### src/common/anpr_consts.svh
// Offsets, field positions, reset values and masks for the page register bank.
// Assumes inclusion by bare name from a file that uses these macros.
`ifndef ANPR_CONSTS_SVH
`define ANPR_CONSTS_SVH

// ----------------------------------------------------------------
// Register indices (byte address is four times the index)
// ----------------------------------------------------------------
`define ANPR_IDX_PARTNER 5'h05
`define ANPR_IDX_EXPANSION 5'h06
`define ANPR_IDX_NPTX 5'h07
`define ANPR_IDX_PORTCFG 5'h10

// ----------------------------------------------------------------
// Field positions
// ----------------------------------------------------------------
`define ANPR_PB_RESERVED 12
`define ANPR_EX_BASE_PAGE 5
`define ANPR_EX_PD_FAULT 4
`define ANPR_EX_PARTNER_NP 3
`define ANPR_EX_LOCAL_NP 2
`define ANPR_EX_PAGE_RCVD 1
`define ANPR_EX_PARTNER_AN 0
`define ANPR_NP_MORE 15
`define ANPR_NP_RESERVED 14
`define ANPR_NP_FORMATTED 13
`define ANPR_NP_COMPLY 12
`define ANPR_NP_TOGGLE 11
`define ANPR_CFG_ALT_PAGING 1

// ----------------------------------------------------------------
// Reset values and masks
// ----------------------------------------------------------------
`define ANPR_PARTNER_RESET 16'h0000
`define ANPR_PARTNER_MASK 16'hefff
`define ANPR_NPTX_RESET 16'h2001
`define ANPR_NPTX_WMASK 16'hbfff
`define ANPR_LOCAL_NP_ABLE 1'b1
`define ANPR_ALT_PAGING_RESET 1'b0
`define ANPR_RESP_OKAY 2'h0
`define ANPR_RESP_SLVERR 2'h2

`endif

### src/common/anpr_pkg.sv
// Types shared by the page register bank.
// Assumes nothing beyond a SystemVerilog compiler.
package anpr_pkg;

   typedef logic [15:0] anpr_word_t;

   typedef enum logic [2:0]
   {
      ANPR_SEL_NONE = 3'b000,
      ANPR_SEL_PARTNER = 3'b001,
      ANPR_SEL_EXPANSION = 3'b010,
      ANPR_SEL_NPTX = 3'b011,
      ANPR_SEL_PORTCFG = 3'b100
   } anpr_sel_e;

   typedef enum logic
   {
      ANPR_WR_COLLECT = 1'b0,
      ANPR_WR_RESPOND = 1'b1
   } anpr_wr_state_e;

endpackage : anpr_pkg

### src/core/anpr_regs.sv
// Auto-negotiation page register bank with an AXI4-Lite slave port.
// Assumes the negotiation engine runs on aclk and drives its events as
// one-cycle pulses and its status as levels.
//
// The AXI4-Lite interface to the registers was chosen for this implementation.
`include "anpr_consts.svh"
`timescale 1ns/1ns
`default_nettype none

module anpr_regs
   import anpr_pkg::*;
#(
   parameter int ADDR_W = 8
)
(
   input wire logic aclk,
   input wire logic aresetn,
   input wire logic [ADDR_W-1:0] s_axi_awaddr,
   input wire logic [2:0] s_axi_awprot,
   input wire logic s_axi_awvalid,
   output logic s_axi_awready,
   input wire logic [31:0] s_axi_wdata,
   input wire logic [3:0] s_axi_wstrb,
   input wire logic s_axi_wvalid,
   output logic s_axi_wready,
   output logic [1:0] s_axi_bresp,
   output logic s_axi_bvalid,
   input wire logic s_axi_bready,
   input wire logic [ADDR_W-1:0] s_axi_araddr,
   input wire logic [2:0] s_axi_arprot,
   input wire logic s_axi_arvalid,
   output logic s_axi_arready,
   output logic [31:0] s_axi_rdata,
   output logic [1:0] s_axi_rresp,
   output logic s_axi_rvalid,
   input wire logic s_axi_rready,
   input wire logic page_rx_valid,
   input wire logic page_rx_is_base,
   input wire logic [15:0] page_rx_word,
   input wire logic base_page_event,
   input wire logic parallel_fault_event,
   input wire logic partner_np_able,
   input wire logic partner_an_able,
   input wire logic partner_page_pending,
   input wire logic transmit_disable,
   output logic [15:0] next_page_word,
   output logic alternate_paging_enable
);

   // ----------------------------------------------------------------
   // Elaboration check
   // ----------------------------------------------------------------
   generate
      if (ADDR_W < 7)
      begin : g_bad_addr
         $error("ADDR_W must be at least 7 to reach every register");
      end
   endgenerate

   // ----------------------------------------------------------------
   // Address decode
   // ----------------------------------------------------------------
   function automatic anpr_sel_e anpr_decode(input logic [ADDR_W-1:0] addr);
      logic [ADDR_W-1:0] upper;
      logic [4:0] idx;
      anpr_sel_e sel;
      upper = addr >> 7;
      idx = addr[6:2];
      sel = ANPR_SEL_NONE;
      if (upper == '0 && addr[1:0] == 2'h0)
      begin
         unique case (idx)
            `ANPR_IDX_PARTNER: sel = ANPR_SEL_PARTNER;
            `ANPR_IDX_EXPANSION: sel = ANPR_SEL_EXPANSION;
            `ANPR_IDX_NPTX: sel = ANPR_SEL_NPTX;
            `ANPR_IDX_PORTCFG: sel = ANPR_SEL_PORTCFG;
            default: sel = ANPR_SEL_NONE;
         endcase
      end
      return sel;
   endfunction : anpr_decode

   // Byte-lane merge for a 16-bit register
   function automatic anpr_word_t anpr_merge(input anpr_word_t old_val,
                                             input logic [31:0] data,
                                             input logic [3:0] strb,
                                             input anpr_word_t wmask);
      anpr_word_t lanes;
      lanes = {{8{strb[1]}}, {8{strb[0]}}} & wmask;
      return (old_val & ~lanes) | (data[15:0] & lanes);
   endfunction : anpr_merge

   // ----------------------------------------------------------------
   // Storage
   // ----------------------------------------------------------------
   anpr_word_t partner_base_page_ability_reg;
   anpr_word_t next_page_transmit_word_reg;
   logic alternate_paging_enable_reg;
   logic base_page_flag_reg;
   logic pd_fault_flag_reg;
   logic page_rcvd_flag_reg;
   anpr_word_t expansion_view;

   // ----------------------------------------------------------------
   // Write channel
   // ----------------------------------------------------------------
   anpr_wr_state_e wr_state_reg;
   logic aw_held_reg;
   logic w_held_reg;
   logic [ADDR_W-1:0] awaddr_reg;
   logic [31:0] wdata_reg;
   logic [3:0] wstrb_reg;
   logic awready_reg;
   logic wready_reg;
   logic bvalid_reg;
   logic [1:0] bresp_reg;
   logic aw_hs;
   logic w_hs;
   logic wr_commit;
   logic b_hs;
   anpr_sel_e wr_sel;

   assign aw_hs = s_axi_awvalid & awready_reg;
   assign w_hs = s_axi_wvalid & wready_reg;
   assign wr_commit = (wr_state_reg == ANPR_WR_COLLECT) & aw_held_reg & w_held_reg;
   assign b_hs = bvalid_reg & s_axi_bready;
   assign wr_sel = anpr_decode(awaddr_reg);

   always_ff @(posedge aclk)
   begin
      if (!aresetn)
      begin
         aw_held_reg <= 1'b0;
         awready_reg <= 1'b0;
         awaddr_reg <= '0;
      end
      else if (aw_hs)
      begin
         aw_held_reg <= 1'b1;
         awready_reg <= 1'b0;
         awaddr_reg <= s_axi_awaddr;
      end
      else if (b_hs || (!aw_held_reg && !awready_reg))
      begin
         aw_held_reg <= 1'b0;
         awready_reg <= 1'b1;
      end
   end

   always_ff @(posedge aclk)
   begin
      if (!aresetn)
      begin
         w_held_reg <= 1'b0;
         wready_reg <= 1'b0;
         wdata_reg <= 32'h0000_0000;
         wstrb_reg <= 4'h0;
      end
      else if (w_hs)
      begin
         w_held_reg <= 1'b1;
         wready_reg <= 1'b0;
         wdata_reg <= s_axi_wdata;
         wstrb_reg <= s_axi_wstrb;
      end
      else if (b_hs || (!w_held_reg && !wready_reg))
      begin
         w_held_reg <= 1'b0;
         wready_reg <= 1'b1;
      end
   end

   // Response only once both halves are in; address and data may come in either order
   always_ff @(posedge aclk)
   begin
      if (!aresetn)
      begin
         wr_state_reg <= ANPR_WR_COLLECT;
         bvalid_reg <= 1'b0;
         bresp_reg <= `ANPR_RESP_OKAY;
      end
      else
      begin
         unique case (wr_state_reg)
            ANPR_WR_COLLECT:
            begin
               if (wr_commit)
               begin
                  wr_state_reg <= ANPR_WR_RESPOND;
                  bvalid_reg <= 1'b1;
                  bresp_reg <= (wr_sel == ANPR_SEL_NONE) ? `ANPR_RESP_SLVERR
                                                         : `ANPR_RESP_OKAY;
               end
            end
            ANPR_WR_RESPOND:
            begin
               if (b_hs)
               begin
                  wr_state_reg <= ANPR_WR_COLLECT;
                  bvalid_reg <= 1'b0;
               end
            end
         endcase
      end
   end

   // ----------------------------------------------------------------
   // Writable registers
   // ----------------------------------------------------------------
   always_ff @(posedge aclk)
   begin
      if (!aresetn)
      begin
         next_page_transmit_word_reg <= `ANPR_NPTX_RESET;
      end
      else if (wr_commit && wr_sel == ANPR_SEL_NPTX)
      begin
         // Bit 14 masked out so it always reads zero
         next_page_transmit_word_reg <= anpr_merge(next_page_transmit_word_reg, wdata_reg,
                                                   wstrb_reg, `ANPR_NPTX_WMASK);
      end
   end

   always_ff @(posedge aclk)
   begin
      if (!aresetn)
      begin
         alternate_paging_enable_reg <= `ANPR_ALT_PAGING_RESET;
      end
      else if (wr_commit && wr_sel == ANPR_SEL_PORTCFG && wstrb_reg[0])
      begin
         alternate_paging_enable_reg <= wdata_reg[`ANPR_CFG_ALT_PAGING];
      end
   end

   assign next_page_word = next_page_transmit_word_reg;
   assign alternate_paging_enable = alternate_paging_enable_reg;

   // ----------------------------------------------------------------
   // Partner base page (software can never write it)
   // ----------------------------------------------------------------
   always_ff @(posedge aclk)
   begin
      if (!aresetn)
      begin
         partner_base_page_ability_reg <= `ANPR_PARTNER_RESET;
      end
      else if (page_rx_valid && page_rx_is_base)
      begin
         // Whole code word kept; reserved bit 12 dropped
         partner_base_page_ability_reg <= page_rx_word & `ANPR_PARTNER_MASK;
      end
   end

   // ----------------------------------------------------------------
   // Read channel
   // ----------------------------------------------------------------
   logic arready_reg;
   logic rvalid_reg;
   logic [31:0] rdata_reg;
   logic [1:0] rresp_reg;
   logic ar_hs;
   logic exp_read;
   anpr_sel_e rd_sel;
   anpr_word_t rd_word;

   assign ar_hs = s_axi_arvalid & arready_reg;
   assign rd_sel = anpr_decode(s_axi_araddr);
   assign exp_read = ar_hs & (rd_sel == ANPR_SEL_EXPANSION);

   assign expansion_view = {10'h000,
                            base_page_flag_reg,
                            pd_fault_flag_reg,
                            partner_np_able,
                            `ANPR_LOCAL_NP_ABLE,
                            page_rcvd_flag_reg,
                            partner_an_able};

   always_comb
   begin
      rd_word = 16'h0000;
      unique case (rd_sel)
         ANPR_SEL_PARTNER: rd_word = partner_base_page_ability_reg;
         ANPR_SEL_EXPANSION: rd_word = expansion_view;
         ANPR_SEL_NPTX: rd_word = next_page_transmit_word_reg;
         ANPR_SEL_PORTCFG: rd_word = {14'h0000, alternate_paging_enable_reg, 1'b0};
         ANPR_SEL_NONE: rd_word = 16'h0000;
      endcase
   end

   // One read in flight; the address is sampled at the handshake edge
   always_ff @(posedge aclk)
   begin
      if (!aresetn)
      begin
         arready_reg <= 1'b0;
         rvalid_reg <= 1'b0;
         rdata_reg <= 32'h0000_0000;
         rresp_reg <= `ANPR_RESP_OKAY;
      end
      else if (ar_hs)
      begin
         arready_reg <= 1'b0;
         rvalid_reg <= 1'b1;
         rdata_reg <= {16'h0000, rd_word};
         rresp_reg <= (rd_sel == ANPR_SEL_NONE) ? `ANPR_RESP_SLVERR : `ANPR_RESP_OKAY;
      end
      else if (rvalid_reg && s_axi_rready)
      begin
         rvalid_reg <= 1'b0;
         arready_reg <= 1'b1;
      end
      else if (!rvalid_reg)
      begin
         arready_reg <= 1'b1;
      end
   end

   // ----------------------------------------------------------------
   // Latching status flags (a set in the clearing cycle wins)
   // ----------------------------------------------------------------
   always_ff @(posedge aclk)
   begin
      if (!aresetn)
      begin
         base_page_flag_reg <= 1'b0;
      end
      else if (base_page_event && alternate_paging_enable_reg)
      begin
         base_page_flag_reg <= 1'b1;
      end
      else if (exp_read)
      begin
         base_page_flag_reg <= 1'b0;
      end
   end

   always_ff @(posedge aclk)
   begin
      if (!aresetn)
      begin
         pd_fault_flag_reg <= 1'b0;
      end
      else if (parallel_fault_event)
      begin
         pd_fault_flag_reg <= 1'b1;
      end
      else if (exp_read)
      begin
         pd_fault_flag_reg <= 1'b0;
      end
   end

   always_ff @(posedge aclk)
   begin
      if (!aresetn)
      begin
         page_rcvd_flag_reg <= 1'b0;
      end
      else if (page_rx_valid)
      begin
         page_rcvd_flag_reg <= 1'b1;
      end
      else if (exp_read)
      begin
         page_rcvd_flag_reg <= 1'b0;
      end
      else if (alternate_paging_enable_reg && (!partner_page_pending || transmit_disable))
      begin
         page_rcvd_flag_reg <= 1'b0;
      end
   end

   // ----------------------------------------------------------------
   // Outputs
   // ----------------------------------------------------------------
   assign s_axi_awready = awready_reg;
   assign s_axi_wready = wready_reg;
   assign s_axi_bvalid = bvalid_reg;
   assign s_axi_bresp = bresp_reg;
   assign s_axi_arready = arready_reg;
   assign s_axi_rvalid = rvalid_reg;
   assign s_axi_rdata = rdata_reg;
   assign s_axi_rresp = rresp_reg;
endmodule : anpr_regs

`default_nettype wire

### config.mk
export PLATFORM = sky130hd
export DESIGN_NAME = anpr_regs
export DESIGN_NICKNAME = d
export VERILOG_FILES = /design/src/common/anpr_pkg.sv /design/src/core/anpr_regs.sv
export VERILOG_INCLUDE_DIRS = /design/src /design/src/common
export SDC_FILE = /design/constraint.sdc
export NUM_CORES = 1
export LEC_CHECK = 0
export BUFFER_PORTS_ARGS = -buffer_cell sky130_fd_sc_hd__buf_2
export CAP_MARGIN = 0
export CORE_MARGIN = 5
export CORE_UTILIZATION = 45
export DETAILED_ROUTE_END_ITERATION = 10
export HOLD_SLACK_MARGIN = 0.1
export PLACE_DENSITY_LB_ADDON = 0.3
export SYNTH_ARGS = -nofsm -noshare
export SYNTH_HDL_FRONTEND = slang
export SYNTH_SLANG_ARGS = --single-unit
### constraint.sdc
create_clock -name aclk -period 3.3 [get_ports aclk]
set_input_delay 0.495 -clock aclk [delete_from_list [all_inputs] [get_ports aclk]]
set_output_delay 0.495 -clock aclk [all_outputs]
set_load 0.03 [all_outputs]
==> flow_summary_export.csv <==
group,metric,value,unit
detailed_routing,drt_wl_total,8059,um
clock_tree,post_cts.repair.setup_buffers,0,
floorplan,io_pins,147,
min_path,min_from,"page_rx_word[10]",
finish,antenna_cells,0,
sta,fmax,544.6,MHz
clock_tree,cts.clk_slew.worst_paths,0.09,ns
worst_setup_path,critPathCaptureType,"register",
finish,final_nets,584,
clock_tree,cts_max_path_buffers,2,
finish,finalInstanceArea,4180,um2
sta,worst_slew_pin_slew,0.7271,ns
worst_setup_path,startpoint,"s_axi_araddr[6]",
clock_tree,numCtsBuffers,9,
power_and_ir_drop,total_power,1.950,mW
floorplan,num_rows,32,
sta,rsz0062_at_grt,"false",
synth,synth_flop_cell,"dfxtp_1",
global_route,grt_max_degree,86,
worst_setup_path,cp.arrival,2.13,ns
placed_design,port_buffers,101,
clock_tree,clk_latency,0.35,ns
min_path,hp-class,"input pin to register",
detailed_routing,vias_per_cell,4.865,
clock_tree,h-tree-depth,3,
finish,utilization,54.38,%
worst_setup_path,crit_family,"simple AND/OR/NAND/NOR gates",
synth,yosysSeqAreaShare,48.07,%
synth,synthesis.area,3540,um2
worst_setup_path,cp_num_buf_inv,1,
synth,synth_common_cells,"nand2_1, dfxtp_1, a21boi_0, buf_4, o21ai_0",
placed_design,placed_cell_area,3995,um2
placed_design,hpwl,5963,um
power_and_ir_drop,leakagePower,1.808,nW
sta,finalCriticalPeriod,1.836,ns
worst_setup_path,crit_type,"input pin to register",
floorplan,die_w,98.69,um
finish,drive_gt1_share,25.00,%
floorplan,die-area,9740,um2
floorplan,core_area,7687,um2
detailed_routing,num_vias,2929,
floorplan,initial_core_util,46.04,%
global_route,antenna_found_initial,0,
detailed_routing,wire_per_inst,13.39,um
synth,avgSynthCellArea,8.718,um2
outcome,status,"complete, no violations",
sta,relSlewSlack,51.52,%
sta,period_share,55.64,%
global_route,grt_pass1_vias,2769,
detailed_routing,drt_first_pass_iters,4,
run,cap_violations,0,
sta,setup_viol,0,
synth,synth_cell_type_count,44,
sta,drv_slew,0,
detailed_routing,drc,0,
power_and_ir_drop,vdd_drop_max,0.2228,mV
sta,worst_slack,1.464,ns
synth,post-synth-top-area-cell,"dfxtp_1",
worst_setup_path,critical_path_required,3.60,ns
worst_setup_path,crit_slowest_cell,"nor4_4",
clock_tree,postCtsResizedCells,0,
sta,fin_worst_skew,0.01214,ns
finish,nFillCells,755,
global_route,grt_pass1_wl,13250,um
detailed_routing,antenna_left,0,
synth,syn-instance-count,406,
finish,area_growth_syn_to_layout,18.10,%
synth,async_flop_share,0,%
power_and_ir_drop,p_per_area,466.5,nW/um2
worst_setup_path,r2r-start,"awaddr_reg[0]",
clock_tree,root_buffer,"clkbuf_8",
global_route,grt_usage,16.87,%
sta,hold_violations,0,
synth,synth_edf_count,0,
worst_setup_path,critPathMaxStageDelay,0.72,ns
placed_design,place_ws,1.084,ns
synth,synth_area_leaders,"dfxtp_1, nand2_1, a21boi_0, buf_4, o21ai_0",
worst_setup_path,cp-start-kind,"input pin",
clock_tree,cts_tree,"done",
synth,synth_most_common_cell,"nand2_1",
worst_setup_path,path_cells,"buf_2, or3b_1, nor4_4, a221o_2",
worst_setup_path,cp_max_fo,13,
sta,setup_tns,0,ns
synth,synth_seq_cells,85,
placed_design,gp_congestion,0.7843,
clock_tree,cts_hold_buf,0,
floorplan,dieHeight,98.69,um
detailed_routing,drtIter0Drc,67,
global_route,grt_overflow,0,
synth,yosysWarnings,0,
clock_tree,clock_sinks,85,
synth,synth_top_area_share,48.07,%
-- area by class of cell --
class	instances	area [um2]	share of cell area [%]
Inverter	3	11.26	0.2694
Sequential cell	85	1702	40.71
Clock inverter	6	47.55	1.137
Multi-Input combinational cell	294	1642	39.27
Tap cell	102	127.6	3.053
Timing Repair Buffer	102	513.0	12.27
Clock buffer	10	137.6	3.292
-- through the flow --
stage / cells / hold slack [ns]
floorplan: 424 / 0.4227
global placement: 586 / 0.4294
detailed placement: 586 / 0.4406
CTS: 602 / 0.3765
global route: 602 / 0.3726
finish: 602 / 0.3780
-- final timing paths --
| kind | cells past startpoint | slack [ns] | endpoint |
|---|---|---|---|
| max | 4 | 1.46 | s_axi_rdata[5] |
| min | 3 | 0.38 | partner_base_page_ability_reg[10] |
| max reg2reg | 4 | 1.48 | register |
| min reg2reg | 2 | 0.45 | s_axi_rdata[15] |
-- worst reg2reg max path: stages (launching register included) --
cell and delay, ns:
dfxtp_1 0.32, or4_4 0.57, nor3_4 0.49, mux2i_1 0.24, nand2_1 0.06
-- layout by cell type, fill, tap and decap left out, types with 4 or more instances in the layout --
cell      instances
conb_1           19
nand2_1         125
clkbuf_8         10
a22o_1            4
buf_2           101
and2_1            4
dfxtp_1          85
mux2i_1           7
a22oi_1           8
nand3_1          15
a21boi_0         43
nor3_1            5
nor2_1            5
nand2b_1          5
o21ai_0          17
-- layer usage --
layer / wire, um / track usage, %
met5: 0 / 0
met4: 88 / 5.357
met3: 547 / 5.166
met2: 3727 / 26.52
met1: 3695 / 22.24
-- report_power, final --
group	switching (mW)	internal (mW)
Clock	0.377	0.299
Sequential	0.0207	1.06
Combinational	0.125	0.0701
-- logic make-up after synthesis --
logic type / synth area share [%]
AO/OA/AOI/OAI: 18.70
buffers and inverters: 7.458
flip-flops: 48.07
multiplexers: 1.980
other: 0.1059
AND/OR/NAND/NOR: 23.68
Note: power is estimated with default switching activity, not from simulation.
